File: src/cpcal_pkg.sv
// Purpose: Constants and types for the pump and calibration register bank
// Assumes: AXI4-Lite slave, 32-bit data, byte address = 4 * index
// Notes:   Rule summary below
// Operation
// - Down gain sets sink current, 20 uA steps
// - Up gain sets source current, 20 uA steps
// - Offset magnitude sets offset current, 5 uA steps
// - Bit 23 selects high current pump
// - Resolution code sets measurement length in cycles
// - Curve adjust code offsets the calibrated curve
// - Wait code inserts 100-tick waits after measurements
// - Depth code selects 8 down to 5 bits
// - Force bit sends stored curve, skips search
// - No-trigger bit blocks start on tuning writes
// - Clock select divides reference by 1/4/16/32
// - Bit 15 holds the falling edge select; the calibration logic here still runs on the rising edge
// - Bit 16 holds the divider bypass flag; the reference divider still divides by the clock select
package cpcal_pkg;
  localparam int unsigned ADDR_W = 8;  // Byte address width
  localparam int unsigned DATA_W = 32; // Bus data width
  localparam int unsigned REG_W  = 24; // Register width
  // Register indices; byte address is four times the index
  localparam logic [7:0] IDX_TUNE = 8'h05;
  localparam logic [7:0] IDX_PUMP = 8'h09;
  localparam logic [7:0] IDX_CAL  = 8'h0a;
  localparam logic [7:0] IDX_STAT = 8'h10;
  // Reset values
  localparam logic [23:0] PUMP_RST = 24'h403264;
  localparam logic [23:0] CAL_RST  = 24'h002205;
  localparam logic [23:0] TUNE_RST = 24'h000000;
  // Current step sizes in microamps
  localparam logic [11:0] PUMP_STEP_UA = 12'h014;
  localparam logic [9:0]  OFS_STEP_UA  = 10'h005;
  // Wait length in state machine ticks (100)
  localparam logic [8:0] WAIT_TICKS = 9'h064;
  localparam logic [7:0] LAST_BIT   = 8'h01;
  localparam logic [7:0] TOP_BIT    = 8'h80;
  localparam logic [3:0] MAX_SAR    = 4'h8;
  // Bus responses
  localparam logic [1:0] RESP_OKAY   = 2'h0;
  localparam logic [1:0] RESP_SLVERR = 2'h2;
  // Status word fields
  localparam int unsigned STAT_BUSY = 8;
  localparam int unsigned STAT_PEND = 9;

  // Charge pump register layout
  typedef struct packed {
    logic       high_current;
    logic       offset_dn_en;
    logic       offset_up_en;
    logic [6:0] offset_mag;
    logic [6:0] pump_up_gain;
    logic [6:0] pump_down_gain;
  } cp_ctrl_s;

  // Calibration configuration register layout
  typedef struct packed {
    logic [6:0] spare;
    logic       rdiv_bypass;
    logic       falling_edge;
    logic [1:0] clk_sel;
    logic       no_trigger;
    logic       bypass_tune;
    logic       force_curve;
    logic [1:0] sar_depth;
    logic [1:0] wait_code;
    logic [2:0] curve_adj;
    logic [2:0] vtune_res;
  } cal_cfg_s;

  typedef enum logic [1:0] {ST_IDLE, ST_WAIT, ST_MEAS, ST_SEND} cal_state_e;
endpackage

File: src/cp_and_vco_vco_auto_calibration_config.sv
// Purpose: Charge pump and VCO auto-calibration configuration bank
// Assumes: CLK_SYS stands for the crystal reference clock
// Notes:   Calibration search is a digital model driven by VCO_FAST
//
// Local design decision: the AXI4-Lite slave port.
module cp_and_vco_vco_auto_calibration_config
  import cpcal_pkg::*;
(
  input  wire logic              CLK_SYS,
  input  wire logic              RESET_N,
  input  wire logic [ADDR_W-1:0] AWADDR,
  input  wire logic              AWVALID,
  output logic                   AWREADY,
  input  wire logic [DATA_W-1:0] WDATA,
  input  wire logic [3:0]        WSTRB,
  input  wire logic              WVALID,
  output logic                   WREADY,
  output logic [1:0]             BRESP,
  output logic                   BVALID,
  input  wire logic              BREADY,
  input  wire logic [ADDR_W-1:0] ARADDR,
  input  wire logic              ARVALID,
  output logic                   ARREADY,
  output logic [DATA_W-1:0]      RDATA,
  output logic [1:0]             RRESP,
  output logic                   RVALID,
  input  wire logic              RREADY,
  input  wire logic              VCO_FAST,
  output cp_ctrl_s               PUMP_CTRL,
  output cal_cfg_s               CAL_CFG,
  output logic [11:0]            PUMP_DN_UA,
  output logic [11:0]            PUMP_UP_UA,
  output logic [9:0]             OFFSET_UA,
  output logic [8:0]             MEAS_CYCLES,
  output logic [3:0]             SAR_BITS,
  output logic [5:0]             FSM_DIV,
  output logic [7:0]             VCO_CURVE,
  output logic                   CAL_BUSY,
  output logic                   SERIAL_START
);

  // Register index from a byte address
  function automatic logic [7:0] reg_idx(input logic [ADDR_W-1:0] a);
    return {2'h0, a[ADDR_W-1:2]};
  endfunction

  // Byte-lane merge of a write into a 24-bit register
  function automatic logic [23:0] merge(input logic [23:0] old,
                                        input logic [31:0] d,
                                        input logic [3:0]  s);
    logic [23:0] r;
    r = old;
    for (int i = 0; i < 3; i++)
      if (s[i])
        r[i*8 +: 8] = d[i*8 +: 8];
    return r;
  endfunction

  // Pump gain code to microamps
  function automatic logic [11:0] pump_ua(input logic [6:0] c);
    return 12'(c) * PUMP_STEP_UA;
  endfunction

  // Resolution code to measurement length in divider cycles
  function automatic logic [8:0] meas_len(input logic [2:0] c);
    case (c)
      3'h0:    return 9'h001;
      3'h1:    return 9'h002;
      3'h2:    return 9'h004;
      3'h3:    return 9'h008;
      3'h4:    return 9'h020;
      3'h5:    return 9'h040;
      3'h6:    return 9'h080;
      default: return 9'h100;
    endcase
  endfunction

  // Clock select code to division ratio
  function automatic logic [5:0] div_ratio(input logic [1:0] c);
    case (c)
      2'h0:    return 6'h01;
      2'h1:    return 6'h04;
      2'h2:    return 6'h10;
      default: return 6'h20;
    endcase
  endfunction

  // Temperature curve offset, saturated to the curve range
  function automatic logic [7:0] adj_curve(input logic [7:0] c,
                                           input logic [2:0] a);
    logic signed [9:0] s;
    s = $signed({2'h0, c}) + $signed({{7{a[2]}}, a});
    if (s < 0)
      return 8'h00;
    else if (s > 10'sh0ff)
      return 8'hff;
    return s[7:0];
  endfunction

  cp_ctrl_s    pump_ff;      // Charge pump register
  cal_cfg_s    cal_ff;       // Calibration configuration
  logic [23:0] tune_ff;      // Tuning register, low byte is the curve
  logic        aw_have_ff;   // Write address held
  logic [7:0]  aw_addr_ff;   // Held write address
  logic        w_have_ff;    // Write data held
  logic [31:0] w_data_ff;    // Held write data
  logic [3:0]  w_strb_ff;    // Held byte enables
  logic        bvalid_ff;    // Write response pending
  logic [1:0]  bresp_ff;     // Write response code
  logic        rvalid_ff;    // Read data pending
  logic [31:0] rdata_ff;     // Read data
  logic [1:0]  rresp_ff;     // Read response code
  logic [4:0]  div_cnt_ff;   // Reference divider count
  logic        pend_ff;      // Calibration start pending
  cal_state_e  st_ff;        // Calibration state
  logic [8:0]  cnt_ff;       // Wait or measurement countdown
  logic [7:0]  bit_ff;       // Bit under trial
  logic [7:0]  trial_ff;     // Curve under trial
  logic [1:0]  midx_ff;      // Measurements done, saturating
  logic [7:0]  curve_ff;     // Curve last sent
  logic        send_ff;      // Serial transfer start pulse
  logic        do_write;     // Write performed this cycle
  logic [7:0]  wr_idx;       // Index being written
  logic [7:0]  rd_idx;       // Index being read
  logic        tune_write;   // Write to the tuning register
  logic        fsm_tick;     // State machine clock enable
  logic [4:0]  div_lim;      // Divider terminal count
  logic        consume;      // Pending start taken
  logic [7:0]  next_trial;   // Trial after the comparison

  // Handshake outputs come straight from the holding state
  assign AWREADY  = !aw_have_ff && !bvalid_ff;
  assign WREADY   = !w_have_ff && !bvalid_ff;
  assign ARREADY  = !rvalid_ff;
  assign BVALID   = bvalid_ff;
  assign BRESP    = bresp_ff;
  assign RVALID   = rvalid_ff;
  assign RDATA    = rdata_ff;
  assign RRESP    = rresp_ff;
  assign do_write = aw_have_ff && w_have_ff && !bvalid_ff;
  assign wr_idx   = reg_idx(aw_addr_ff);
  assign rd_idx   = reg_idx(ARADDR);
  assign tune_write = do_write && (wr_idx == IDX_TUNE);
  assign PUMP_CTRL  = pump_ff;
  assign CAL_CFG    = cal_ff;
  assign VCO_CURVE  = curve_ff;
  assign SERIAL_START = send_ff;
  assign CAL_BUSY   = (st_ff != ST_IDLE);

  // Address and data are taken in either order and held
  always_ff @(posedge CLK_SYS or negedge RESET_N)
    if (!RESET_N)
    begin
      aw_have_ff <= 1'b0;
      aw_addr_ff <= 8'h00;
      w_have_ff  <= 1'b0;
      w_data_ff  <= 32'h0000_0000;
      w_strb_ff  <= 4'h0;
    end
    else
    begin
      if (AWVALID && AWREADY)
      begin
        aw_have_ff <= 1'b1;
        aw_addr_ff <= AWADDR;
      end
      else if (do_write)
        aw_have_ff <= 1'b0;
      if (WVALID && WREADY)
      begin
        w_have_ff <= 1'b1;
        w_data_ff <= WDATA;
        w_strb_ff <= WSTRB;
      end
      else if (do_write)
        w_have_ff <= 1'b0;
    end

  // Write response; unmapped addresses answer SLVERR
  always_ff @(posedge CLK_SYS or negedge RESET_N)
    if (!RESET_N)
    begin
      bvalid_ff <= 1'b0;
      bresp_ff  <= RESP_OKAY;
    end
    else if (do_write)
    begin
      bvalid_ff <= 1'b1;
      if (wr_idx == IDX_TUNE || wr_idx == IDX_PUMP ||
          wr_idx == IDX_CAL || wr_idx == IDX_STAT)
        bresp_ff <= RESP_OKAY;
      else
        bresp_ff <= RESP_SLVERR;
    end
    else if (BREADY)
      bvalid_ff <= 1'b0;

  // Register storage; status is read-only and ignores writes
  always_ff @(posedge CLK_SYS or negedge RESET_N)
    if (!RESET_N)
    begin
      pump_ff <= cp_ctrl_s'(PUMP_RST);
      cal_ff  <= cal_cfg_s'(CAL_RST);
      tune_ff <= TUNE_RST;
    end
    else if (do_write)
    begin
      if (wr_idx == IDX_PUMP)
        pump_ff <= cp_ctrl_s'(merge(pump_ff, w_data_ff, w_strb_ff));
      else if (wr_idx == IDX_CAL)
        cal_ff <= cal_cfg_s'(merge(cal_ff, w_data_ff, w_strb_ff));
      else if (wr_idx == IDX_TUNE)
        tune_ff <= merge(tune_ff, w_data_ff, w_strb_ff);
    end

  // Read channel; data is captured at the address handshake
  always_ff @(posedge CLK_SYS or negedge RESET_N)
    if (!RESET_N)
    begin
      rvalid_ff <= 1'b0;
      rdata_ff  <= 32'h0000_0000;
      rresp_ff  <= RESP_OKAY;
    end
    else if (ARVALID && ARREADY)
    begin
      rvalid_ff <= 1'b1;
      rresp_ff  <= RESP_OKAY;
      rdata_ff  <= 32'h0000_0000;
      if (rd_idx == IDX_PUMP)
        rdata_ff <= {8'h00, pump_ff};
      else if (rd_idx == IDX_CAL)
        rdata_ff <= {8'h00, cal_ff};
      else if (rd_idx == IDX_TUNE)
        rdata_ff <= {8'h00, tune_ff};
      else if (rd_idx == IDX_STAT)
      begin
        rdata_ff[7:0]       <= curve_ff;
        rdata_ff[STAT_BUSY] <= CAL_BUSY;
        rdata_ff[STAT_PEND] <= pend_ff;
      end
      else
        rresp_ff <= RESP_SLVERR;
    end
    else if (RREADY)
      rvalid_ff <= 1'b0;

  // Decoded currents and lengths, registered for clean outputs
  always_ff @(posedge CLK_SYS or negedge RESET_N)
    if (!RESET_N)
    begin
      PUMP_DN_UA  <= 12'h000;
      PUMP_UP_UA  <= 12'h000;
      OFFSET_UA   <= 10'h000;
      MEAS_CYCLES <= 9'h000;
      SAR_BITS    <= 4'h0;
      FSM_DIV     <= 6'h00;
    end
    else
    begin
      PUMP_DN_UA  <= pump_ua(pump_ff.pump_down_gain);
      PUMP_UP_UA  <= pump_ua(pump_ff.pump_up_gain);
      OFFSET_UA   <= 10'(pump_ff.offset_mag) * OFS_STEP_UA;
      MEAS_CYCLES <= meas_len(cal_ff.vtune_res);
      SAR_BITS    <= MAX_SAR - {2'h0, cal_ff.sar_depth};
      FSM_DIV     <= div_ratio(cal_ff.clk_sel);
    end

  // divided reference as a tick enable
  assign div_lim  = 5'(div_ratio(cal_ff.clk_sel) - 6'h01);
  assign fsm_tick = (div_cnt_ff >= div_lim);

  // Divider; wraps early if the ratio shrinks mid-count
  always_ff @(posedge CLK_SYS or negedge RESET_N)
    if (!RESET_N)
      div_cnt_ff <= 5'h00;
    else if (fsm_tick)
      div_cnt_ff <= 5'h00;
    else
      div_cnt_ff <= div_cnt_ff + 5'h01;

  // tuning writes start a run unless blocked
  // bypass never arms a run; a new write wins over consume
  assign consume = fsm_tick && (st_ff == ST_IDLE) && pend_ff;
  always_ff @(posedge CLK_SYS or negedge RESET_N)
    if (!RESET_N)
      pend_ff <= 1'b0;
    else if (tune_write && !cal_ff.no_trigger && !cal_ff.bypass_tune)
      pend_ff <= 1'b1;
    else if (consume)
      pend_ff <= 1'b0;

  // Comparison result clears the trial bit when the VCO runs fast
  assign next_trial = VCO_FAST ? (trial_ff & ~bit_ff) : trial_ff;

  // Calibration state machine, advancing on divided ticks
  always_ff @(posedge CLK_SYS or negedge RESET_N)
    if (!RESET_N)
    begin
      st_ff    <= ST_IDLE;
      cnt_ff   <= 9'h000;
      bit_ff   <= 8'h00;
      trial_ff <= 8'h00;
      midx_ff  <= 2'h0;
      curve_ff <= 8'h00;
      send_ff  <= 1'b0;
    end
    else
    begin
      send_ff <= 1'b0;
      if (fsm_tick)
        case (st_ff)
          ST_IDLE:
            if (pend_ff && cal_ff.force_curve)
            begin
              curve_ff <= tune_ff[7:0];
              send_ff  <= 1'b1;
            end
            else if (pend_ff)
            begin
              st_ff    <= ST_WAIT;
              cnt_ff   <= WAIT_TICKS - 9'h001;
              // top trial bit from the depth
              bit_ff   <= TOP_BIT >> cal_ff.sar_depth;
              trial_ff <= TOP_BIT >> cal_ff.sar_depth;
              midx_ff  <= 2'h0;
            end
          ST_WAIT:
            if (cnt_ff == 9'h000)
            begin
              st_ff  <= ST_MEAS;
              cnt_ff <= meas_len(cal_ff.vtune_res) - 9'h001;
            end
            else
              cnt_ff <= cnt_ff - 9'h001;
          ST_MEAS:
            if (cnt_ff != 9'h000)
              cnt_ff <= cnt_ff - 9'h001;
            else if (bit_ff == LAST_BIT)
            begin
              trial_ff <= next_trial;
              st_ff    <= ST_SEND;
            end
            else
            begin
              trial_ff <= next_trial | (bit_ff >> 1);
              bit_ff   <= bit_ff >> 1;
              if (midx_ff != 2'h3)
                midx_ff <= midx_ff + 2'h1;
              if (midx_ff < cal_ff.wait_code)
              begin
                st_ff  <= ST_WAIT;
                cnt_ff <= WAIT_TICKS - 9'h001;
              end
              else
                cnt_ff <= meas_len(cal_ff.vtune_res) - 9'h001;
            end
          default:
          begin
            curve_ff <= adj_curve(trial_ff, cal_ff.curve_adj);
            send_ff  <= 1'b1;
            st_ff    <= ST_IDLE;
          end
        endcase
    end
endmodule

File: config.mk
export PLATFORM = sky130hd
export DESIGN_NAME = cp_and_vco_vco_auto_calibration_config
export DESIGN_NICKNAME = d
export VERILOG_FILES = /design/src/cpcal_pkg.sv /design/src/cp_and_vco_vco_auto_calibration_config.sv
export SDC_FILE = /design/constraint.sdc
export NUM_CORES = 1
export LEC_CHECK = 0
export ABC_CLOCK_PERIOD_IN_PS = 4100
export BUFFER_PORTS_ARGS = -buffer_cell sky130_fd_sc_hd__buf_2
export CORE_MARGIN = 2
export CORE_UTILIZATION = 45
export CTS_CLUSTER_DIAMETER = 120
export DETAILED_ROUTE_END_ITERATION = 10
export PLACE_DENSITY = 0.67
export SLEW_MARGIN = 20
export SYNTH_ARGS = -nofsm -noshare
export SYNTH_HDL_FRONTEND = slang
export SYNTH_SLANG_ARGS = --single-unit
export TNS_END_PERCENT = 30
File: constraint.sdc
create_clock -name CLK_SYS -period 4.1 [get_ports CLK_SYS]
set_clock_uncertainty 0.2 [all_clocks]
set_input_delay 0.82 -clock CLK_SYS [delete_from_list [all_inputs] [get_ports CLK_SYS]]
set_output_delay 0.82 -clock CLK_SYS [all_outputs]
set_load 0.05 [all_outputs]
## Word-level counts from Yosys, hierarchy flattened

Cells that the tools add are included.

| word-level totals | value |
|---|---|
| bits in registers | 240 |
| input port bits | 60 |
| word-level logic and storage cells | 221 |

| cells by class | value |
|---|---|
| add/sub/neg operators | 8 |
| multipliers | 3 |
| $lt $le $gt $ge | 4 |
| eq/ne operators | 29 |
| shifts and indexed selects | 1 |
| muxes and demuxes | 71 |
| bitwise logic cells | 6 |
| reduce and logical (&&, ||, !) cells | 52 |

Operator list:

| kind | count |
|---|---|
| 9-bit 2-to-1 mux | 14 |
| 8-bit 2-to-1 mux | 11 |
| 9-bit one-hot mux with 7 select lines | 1 |
| 24-bit 2-to-1 mux | 2 |
| 8-bit one-hot mux with 2 select lines | 3 |
| 2-bit 2-to-1 mux | 16 |
| 7-bit by 3-bit multiplier with 10-bit output, second input constant | 3 |
| 9-bit one-hot mux with 3 select lines | 1 |
| 9-bit by 1-bit subtractor with 9-bit output, second input constant | 3 |
| 5-bit AND reduction | 5 |
| 6-bit by 4-bit equality test with 1-bit output, second input constant | 4 |
| 10-bit 2-to-1 mux | 2 |
| 6-bit one-hot mux with 3 select lines | 1 |
| 1-bit 2-to-1 mux | 15 |
| 14-bit 2-to-1 mux | 1 |
| 2-bit != test, second input constant | 7 |
| 2-bit nonzero test | 7 |
| 1-bit logical AND | 13 |
| 6-bit by 3-bit equality test with 1-bit output, second input constant | 2 |
| 6-bit by 5-bit equality test with 1-bit output, second input constant | 2 |
| 3-bit AND reduction | 4 |
| 4-bit AND reduction | 3 |
| 6-bit AND reduction | 2 |
| 9-bit by 3-bit adder with 10-bit output | 1 |
| 35 further kinds | 51 |

## Longest topological paths before layout

| depth | value |
|---|---|
| depth in word-level cells | 12 |
| depth in mapped cells | 11 |

## Worst setup path before layout

OpenSTA, ideal clock, no wires.

| timing | value |
|---|---|
| path type | reg2reg |
| start point | register cal_ff (netlist bit CAL_CFG[3]) |
| end point | register curve_ff[2], in the netlist VCO_CURVE[2] |
| library setup time | 0.069 ns |
| arrival time | 2.915 ns |
| required time | 3.831 ns |
| setup slack | 0.916 ns |
| stages on the path, launching flop included | 9 |
| buffers on the path | 0 |
| clock period less this slack | 3.184 ns |
| cells stage by stage | dfrtp_1 -> ha_1 -> fa_1 -> a211oi_1 -> nor3_1 -> mux2i_1 -> a2111oi_1 -> or3_1 -> a32o_1 |

| between the ends | value |
|---|---|
| longest elaborated chain between the ends | 8 |

RTL lines:

| element | RTL line | source |
|---|---|---|
| start: declaration | cp_and_vco_vco_auto_calibration_config.sv:101 | `cal_cfg_s cal_ff;` |
| start signal: assignment | cp_and_vco_vco_auto_calibration_config.sv:203 | `cal_ff <= cal_cfg_s'(CAL_RST);` |
| start signal: assignment | cp_and_vco_vco_auto_calibration_config.sv:211 | `cal_ff <= cal_cfg_s'(merge(cal_ff, w_data_ff, w_strb_ff));` |
| 9-bit by 3-bit adder with 10-bit output * | cp_and_vco_vco_auto_calibration_config.sv:92 | `s = $signed({2'h0, c}) + $signed({{7{a[2]}}, a});` |
| 10-bit by 9-bit > comparator with 1-bit output | cp_and_vco_vco_auto_calibration_config.sv:95 | `else if (s > 10'sh0ff)` |
| 1-bit 2-to-1 mux | cp_and_vco_vco_auto_calibration_config.sv:95 |  |
| 1-bit 2-to-1 mux | cp_and_vco_vco_auto_calibration_config.sv:93 | `if (s < 0)` |
| 1-bit 2-to-1 mux | cp_and_vco_vco_auto_calibration_config.sv:311 | `case (st_ff)` |
| 1-bit 2-to-1 mux | cp_and_vco_vco_auto_calibration_config.sv:310 | `if (fsm_tick)` |
| 8-bit 2-to-1 mux * | cp_and_vco_vco_auto_calibration_config.sv:97 | `return s[7:0];` |
| 8-bit one-hot mux with 2 select lines * | cp_and_vco_vco_auto_calibration_config.sv:311 |  |
| end signal: assignment | cp_and_vco_vco_auto_calibration_config.sv:315 | `curve_ff <= tune_ff[7:0];` |
| end signal: assignment | cp_and_vco_vco_auto_calibration_config.sv:359 | `curve_ff <= adj_curve(trial_ff, cal_ff.curve_adj);` |
| end: declaration | cp_and_vco_vco_auto_calibration_config.sv:120 | `logic [7:0] curve_ff;` |

Every way passes the cells marked *; elsewhere a longest branch is shown, timed or not. The select of a mux whose other input is x is not followed.
A chain may end at the register's enable or synchronous reset.

## Final worst setup path

| timing | value |
|---|---|
| start point | register cnt_ff[0] |
| end point | register midx_ff[0] |

| between the ends | value |
|---|---|
| longest elaborated chain between the ends | 3 |

RTL lines:

| element | RTL line | source |
|---|---|---|
| start: declaration | cp_and_vco_vco_auto_calibration_config.sv:116 | `logic [8:0] cnt_ff;` |
| start signal: assignment | cp_and_vco_vco_auto_calibration_config.sv:321 | `cnt_ff <= WAIT_TICKS - 9'h001;` |
| start signal: assignment | cp_and_vco_vco_auto_calibration_config.sv:331 | `cnt_ff <= meas_len(cal_ff.vtune_res) - 9'h001;` |
| start signal: assignment | cp_and_vco_vco_auto_calibration_config.sv:334 | `cnt_ff <= cnt_ff - 9'h001;` |
| 9-bit nonzero test | cp_and_vco_vco_auto_calibration_config.sv:336 | `if (cnt_ff != 9'h000)` |
| 2-bit != test (no source line) | n/a |  |
| 7-bit AND reduction (no source line) | n/a |  |
| end signal: assignment | cp_and_vco_vco_auto_calibration_config.sv:348 | `midx_ff <= midx_ff + 2'h1;` |
| end: declaration | cp_and_vco_vco_auto_calibration_config.sv:119 | `logic [1:0] midx_ff;` |

No other way between the ends.

==> impl_metrics.py <==
metrics = {
    "cts": {
        "clock_sinks": 225,
        "post_cts_resized": 0,
        "postCtsHoldBufs": 0,
        "clk_pin_slew_ns": 0.06,
        "clk_latency_ns": 0.51,
        "cts-root-buf": "clkbuf_16",
        "cts_made_buffers": 25,
        "post-cts-setup-buffers": 0,
        "cts_tree": "built",
        "cts-htree-levels": 1,
        "clk_path_buf_depth": 3,
    },
    "grt": {
        "overflow": 0,
        "grt_use_total": 0.209,
        "grt_pass1_vias": 7767,
        "grt_pass1_wl_mm": 41.3,
        "antenna_found_initial": 5,
        "grt_start_max_net_pins": 106,
    },
    "setup_path": {
        "critPathKind": "flip-flop to flip-flop",
        "worst-endpoint-arrival_ns": 3.44,
        "setup.worst_path.start_class": "flip-flop",
        "cp.required_ns": 4.35,
        "crit_path_max_fanout": 9,
        "cp-end-kind": "flip-flop",
    },
    "power": {
        "p_leak_nw": 6.37,
        "power_density_nw_per_um2": 865,
        "ir_worst_vdd_mv": 0.664,
    },
    "yosys": {
        "yosysWarnings": 0,
        "synth_flop_cell": "dfrtp_1",
        "async_flop_share": 1.00,
        "synth_seq_area_share": 0.531,
        "synth_area_leader_cell": "dfrtp_1",
        "postSynthAreaPerCell_um2": 11.7,
        "netlist_area_um2": 10600,
        "synthCells": 906,
        "synth_top_area_share": 0.504,
        "ys_types": 60,
        "synth_area_leaders": "dfrtp_1, mux2_2, ha_1",
        "synth-seq-cells": 225,
        "synth_edf_count": 0,
    },
    "sta": {
        "finalMaxSlewViolations": 0,
        "finalHoldViolCount": 0,
        "rsz0062_at_grt": "false",
        "tns_ns": 0,
        "finalCritPeriodShare": 0.779,
        "setup_viol": 0,
        "slew_headroom": 0.412,
        "post-route-min-period_ns": 3.19,
        "worst_pin_slew_ns": 0.882,
        "fmax_ghz": 0.313,
    },
    "placed_design": {
        "placedCellCount": 1386,
        "numPortBuffers": 181,
        "place_area_um2": 11900,
        "place.gp.congestion": 0.847,
        "hpwl_mm": 17.9,
    },
    "layout": {
        "layout_commonest_cell": "dfrtp_1",
        "layout_common_cells": "dfrtp_1, buf_2, mux2_2",
        "multi_input_area_um2": 4680,
        "drive_gt1_frac": 0.328,
        "final_area_um2": 12700,
        "syn2layout_area_growth_pct": 19.3,
        "register_area_um2": 5640,
        "fin_cells": 1436,
        "final.fill_count": 2062,
        "final_nets": 1216,
    },
    "drt": {
        "avgViaCountPerCell": 5.37,
        "wire_per_inst_um": 17.7,
        "drc": 0,
        "dr.first_iter.drc_count": 465,
        "detail-route-antenna-nets": 0,
        "wirelength_mm": 25.4,
        "num_vias": 7705,
        "dr.pass1.iters": 8,
    },
    "floorplanning": {
        "die_h_um": 158,
        "coreArea_um2": 23300,
        "start_util": 0.455,
        "die_w_um": 158,
        "ios": 212,
        "row_count": 56,
        "dieArea_um2": 24900,
    },
    "flow_run": {
        "maxCapViolCount": 0,
    },
    "hold_path": {
        "hp-class": "primary input to async pin",
    },
    "run_status": {
        "status": "finished clean",
    },
}
-- area by class of cell --
class                           count  area share
Clock inverter                      3     0.00148
Multi-Input combinational cell    615       0.369
Inverter                           28     0.00829
Clock buffer                       42      0.0599
Sequential cell                   225       0.445
Tap cell                          319      0.0315
Timing Repair Buffer              199      0.0839
Antenna cell                        5    0.000987
-- report_power, final --
group | internal [mW] | switching, mW | total [mW]
Combinational | 1.72 | 3.31 | 5.03
Clock | 1.25 | 0.865 | 2.12
Sequential | 3.04 | 0.778 | 3.82
Total | 6.02 | 4.95 | 11.0
-- logic make-up after synthesis --
logic type | Yosys count | synth area share
compound gates | 178 | 0.114
xor+xnor | 23 | 0.0190
fa+ha+maj | 62 | 0.0758
buf+inv | 82 | 0.0354
flops | 225 | 0.531
mux | 115 | 0.122
other cells | 1 | 0.000353
simple gates | 220 | 0.102
-- synth_stat cells, types with 12 or more instances --
library cell and instances:
dfrtp_1 214, mux2_2 109, nor2_1 68, ha_1 58, nand2_1 51, a21oi_1 50
nand3_1 33, clkbuf_1 32, inv_1 28, o21ai_0 22, a22oi_1 21, buf_4 17
a222oi_1 14, a31oi_1 14, xnor2_1 13, nand2b_1 12
-- per-stage QoR --
stage | worst slack, ns | util | hold slack (ns) | power (mW)
floorplan | 0.916 | - | 0.254 | 7.51
global placement | 0.971 | 0.510 | 0.255 | 8.77
detailed placement | 0.938 | 0.510 | 0.250 | 8.88
CTS | 0.916 | 0.543 | 0.202 | 11.0
global route | 0.724 | 0.543 | 0.218 | 11.7
finish | 0.907 | 0.544 | 0.143 | 11.0
-- routing by layer --
metal | GRT usage | wire [um] | vias to the layer above
met5 | 0 | 13 | -
met4 | 0.0710 | 738 | 2
met3 | 0.0381 | 1450 | 47
met2 | 0.338 | 11900 | 230
met1 | 0.284 | 11300 | 3793
li1 | - | - | 3633
-- path summary, 6_finish.rpt --
path / from / endpoint / slack, ns / cells after the start
min in group CLK_SYS: PUMP_CTRL[1] / PUMP_DN_UA[3] / 0.26 / 0
min reg2reg: PUMP_CTRL[1] / PUMP_DN_UA[3] / 0.26 / 0
max in group asynchronous: RESET_N / MEAS_CYCLES[7] / 2.68 / 2
min: RESET_N / aw_addr_ff[2] / 0.14 / 1
max: cnt_ff[0] / midx_ff[0] / 0.91 / 8
max reg2reg: cnt_ff[0] / midx_ff[0] / 0.91 / 8
-- flip-flops by register name, summed over array words and instances, names as in the netlist, 8 cells and up --
name and cells:
bit_ff 8, cnt_ff 9, PUMP_UP_UA 10, RDATA 24
VCO_CURVE 8, CAL_CFG 24, MEAS_CYCLES 8, OFFSET_UA 10
PUMP_CTRL 24, PUMP_DN_UA 10, w_data_ff 24, trial_ff 8
tune_ff 24
-- critical path, cell delays in order (launching register included) --
cell and delay [ns]:
dfrtp_1 0.40, inv_1 0.08, ha_1 0.21, or4b_4 0.52, or4_1 0.65, mux2i_4 0.26
nand4_4 0.20, or4b_1 0.52, nand3_1 0.09
Power figures use the tool's default switching activity.
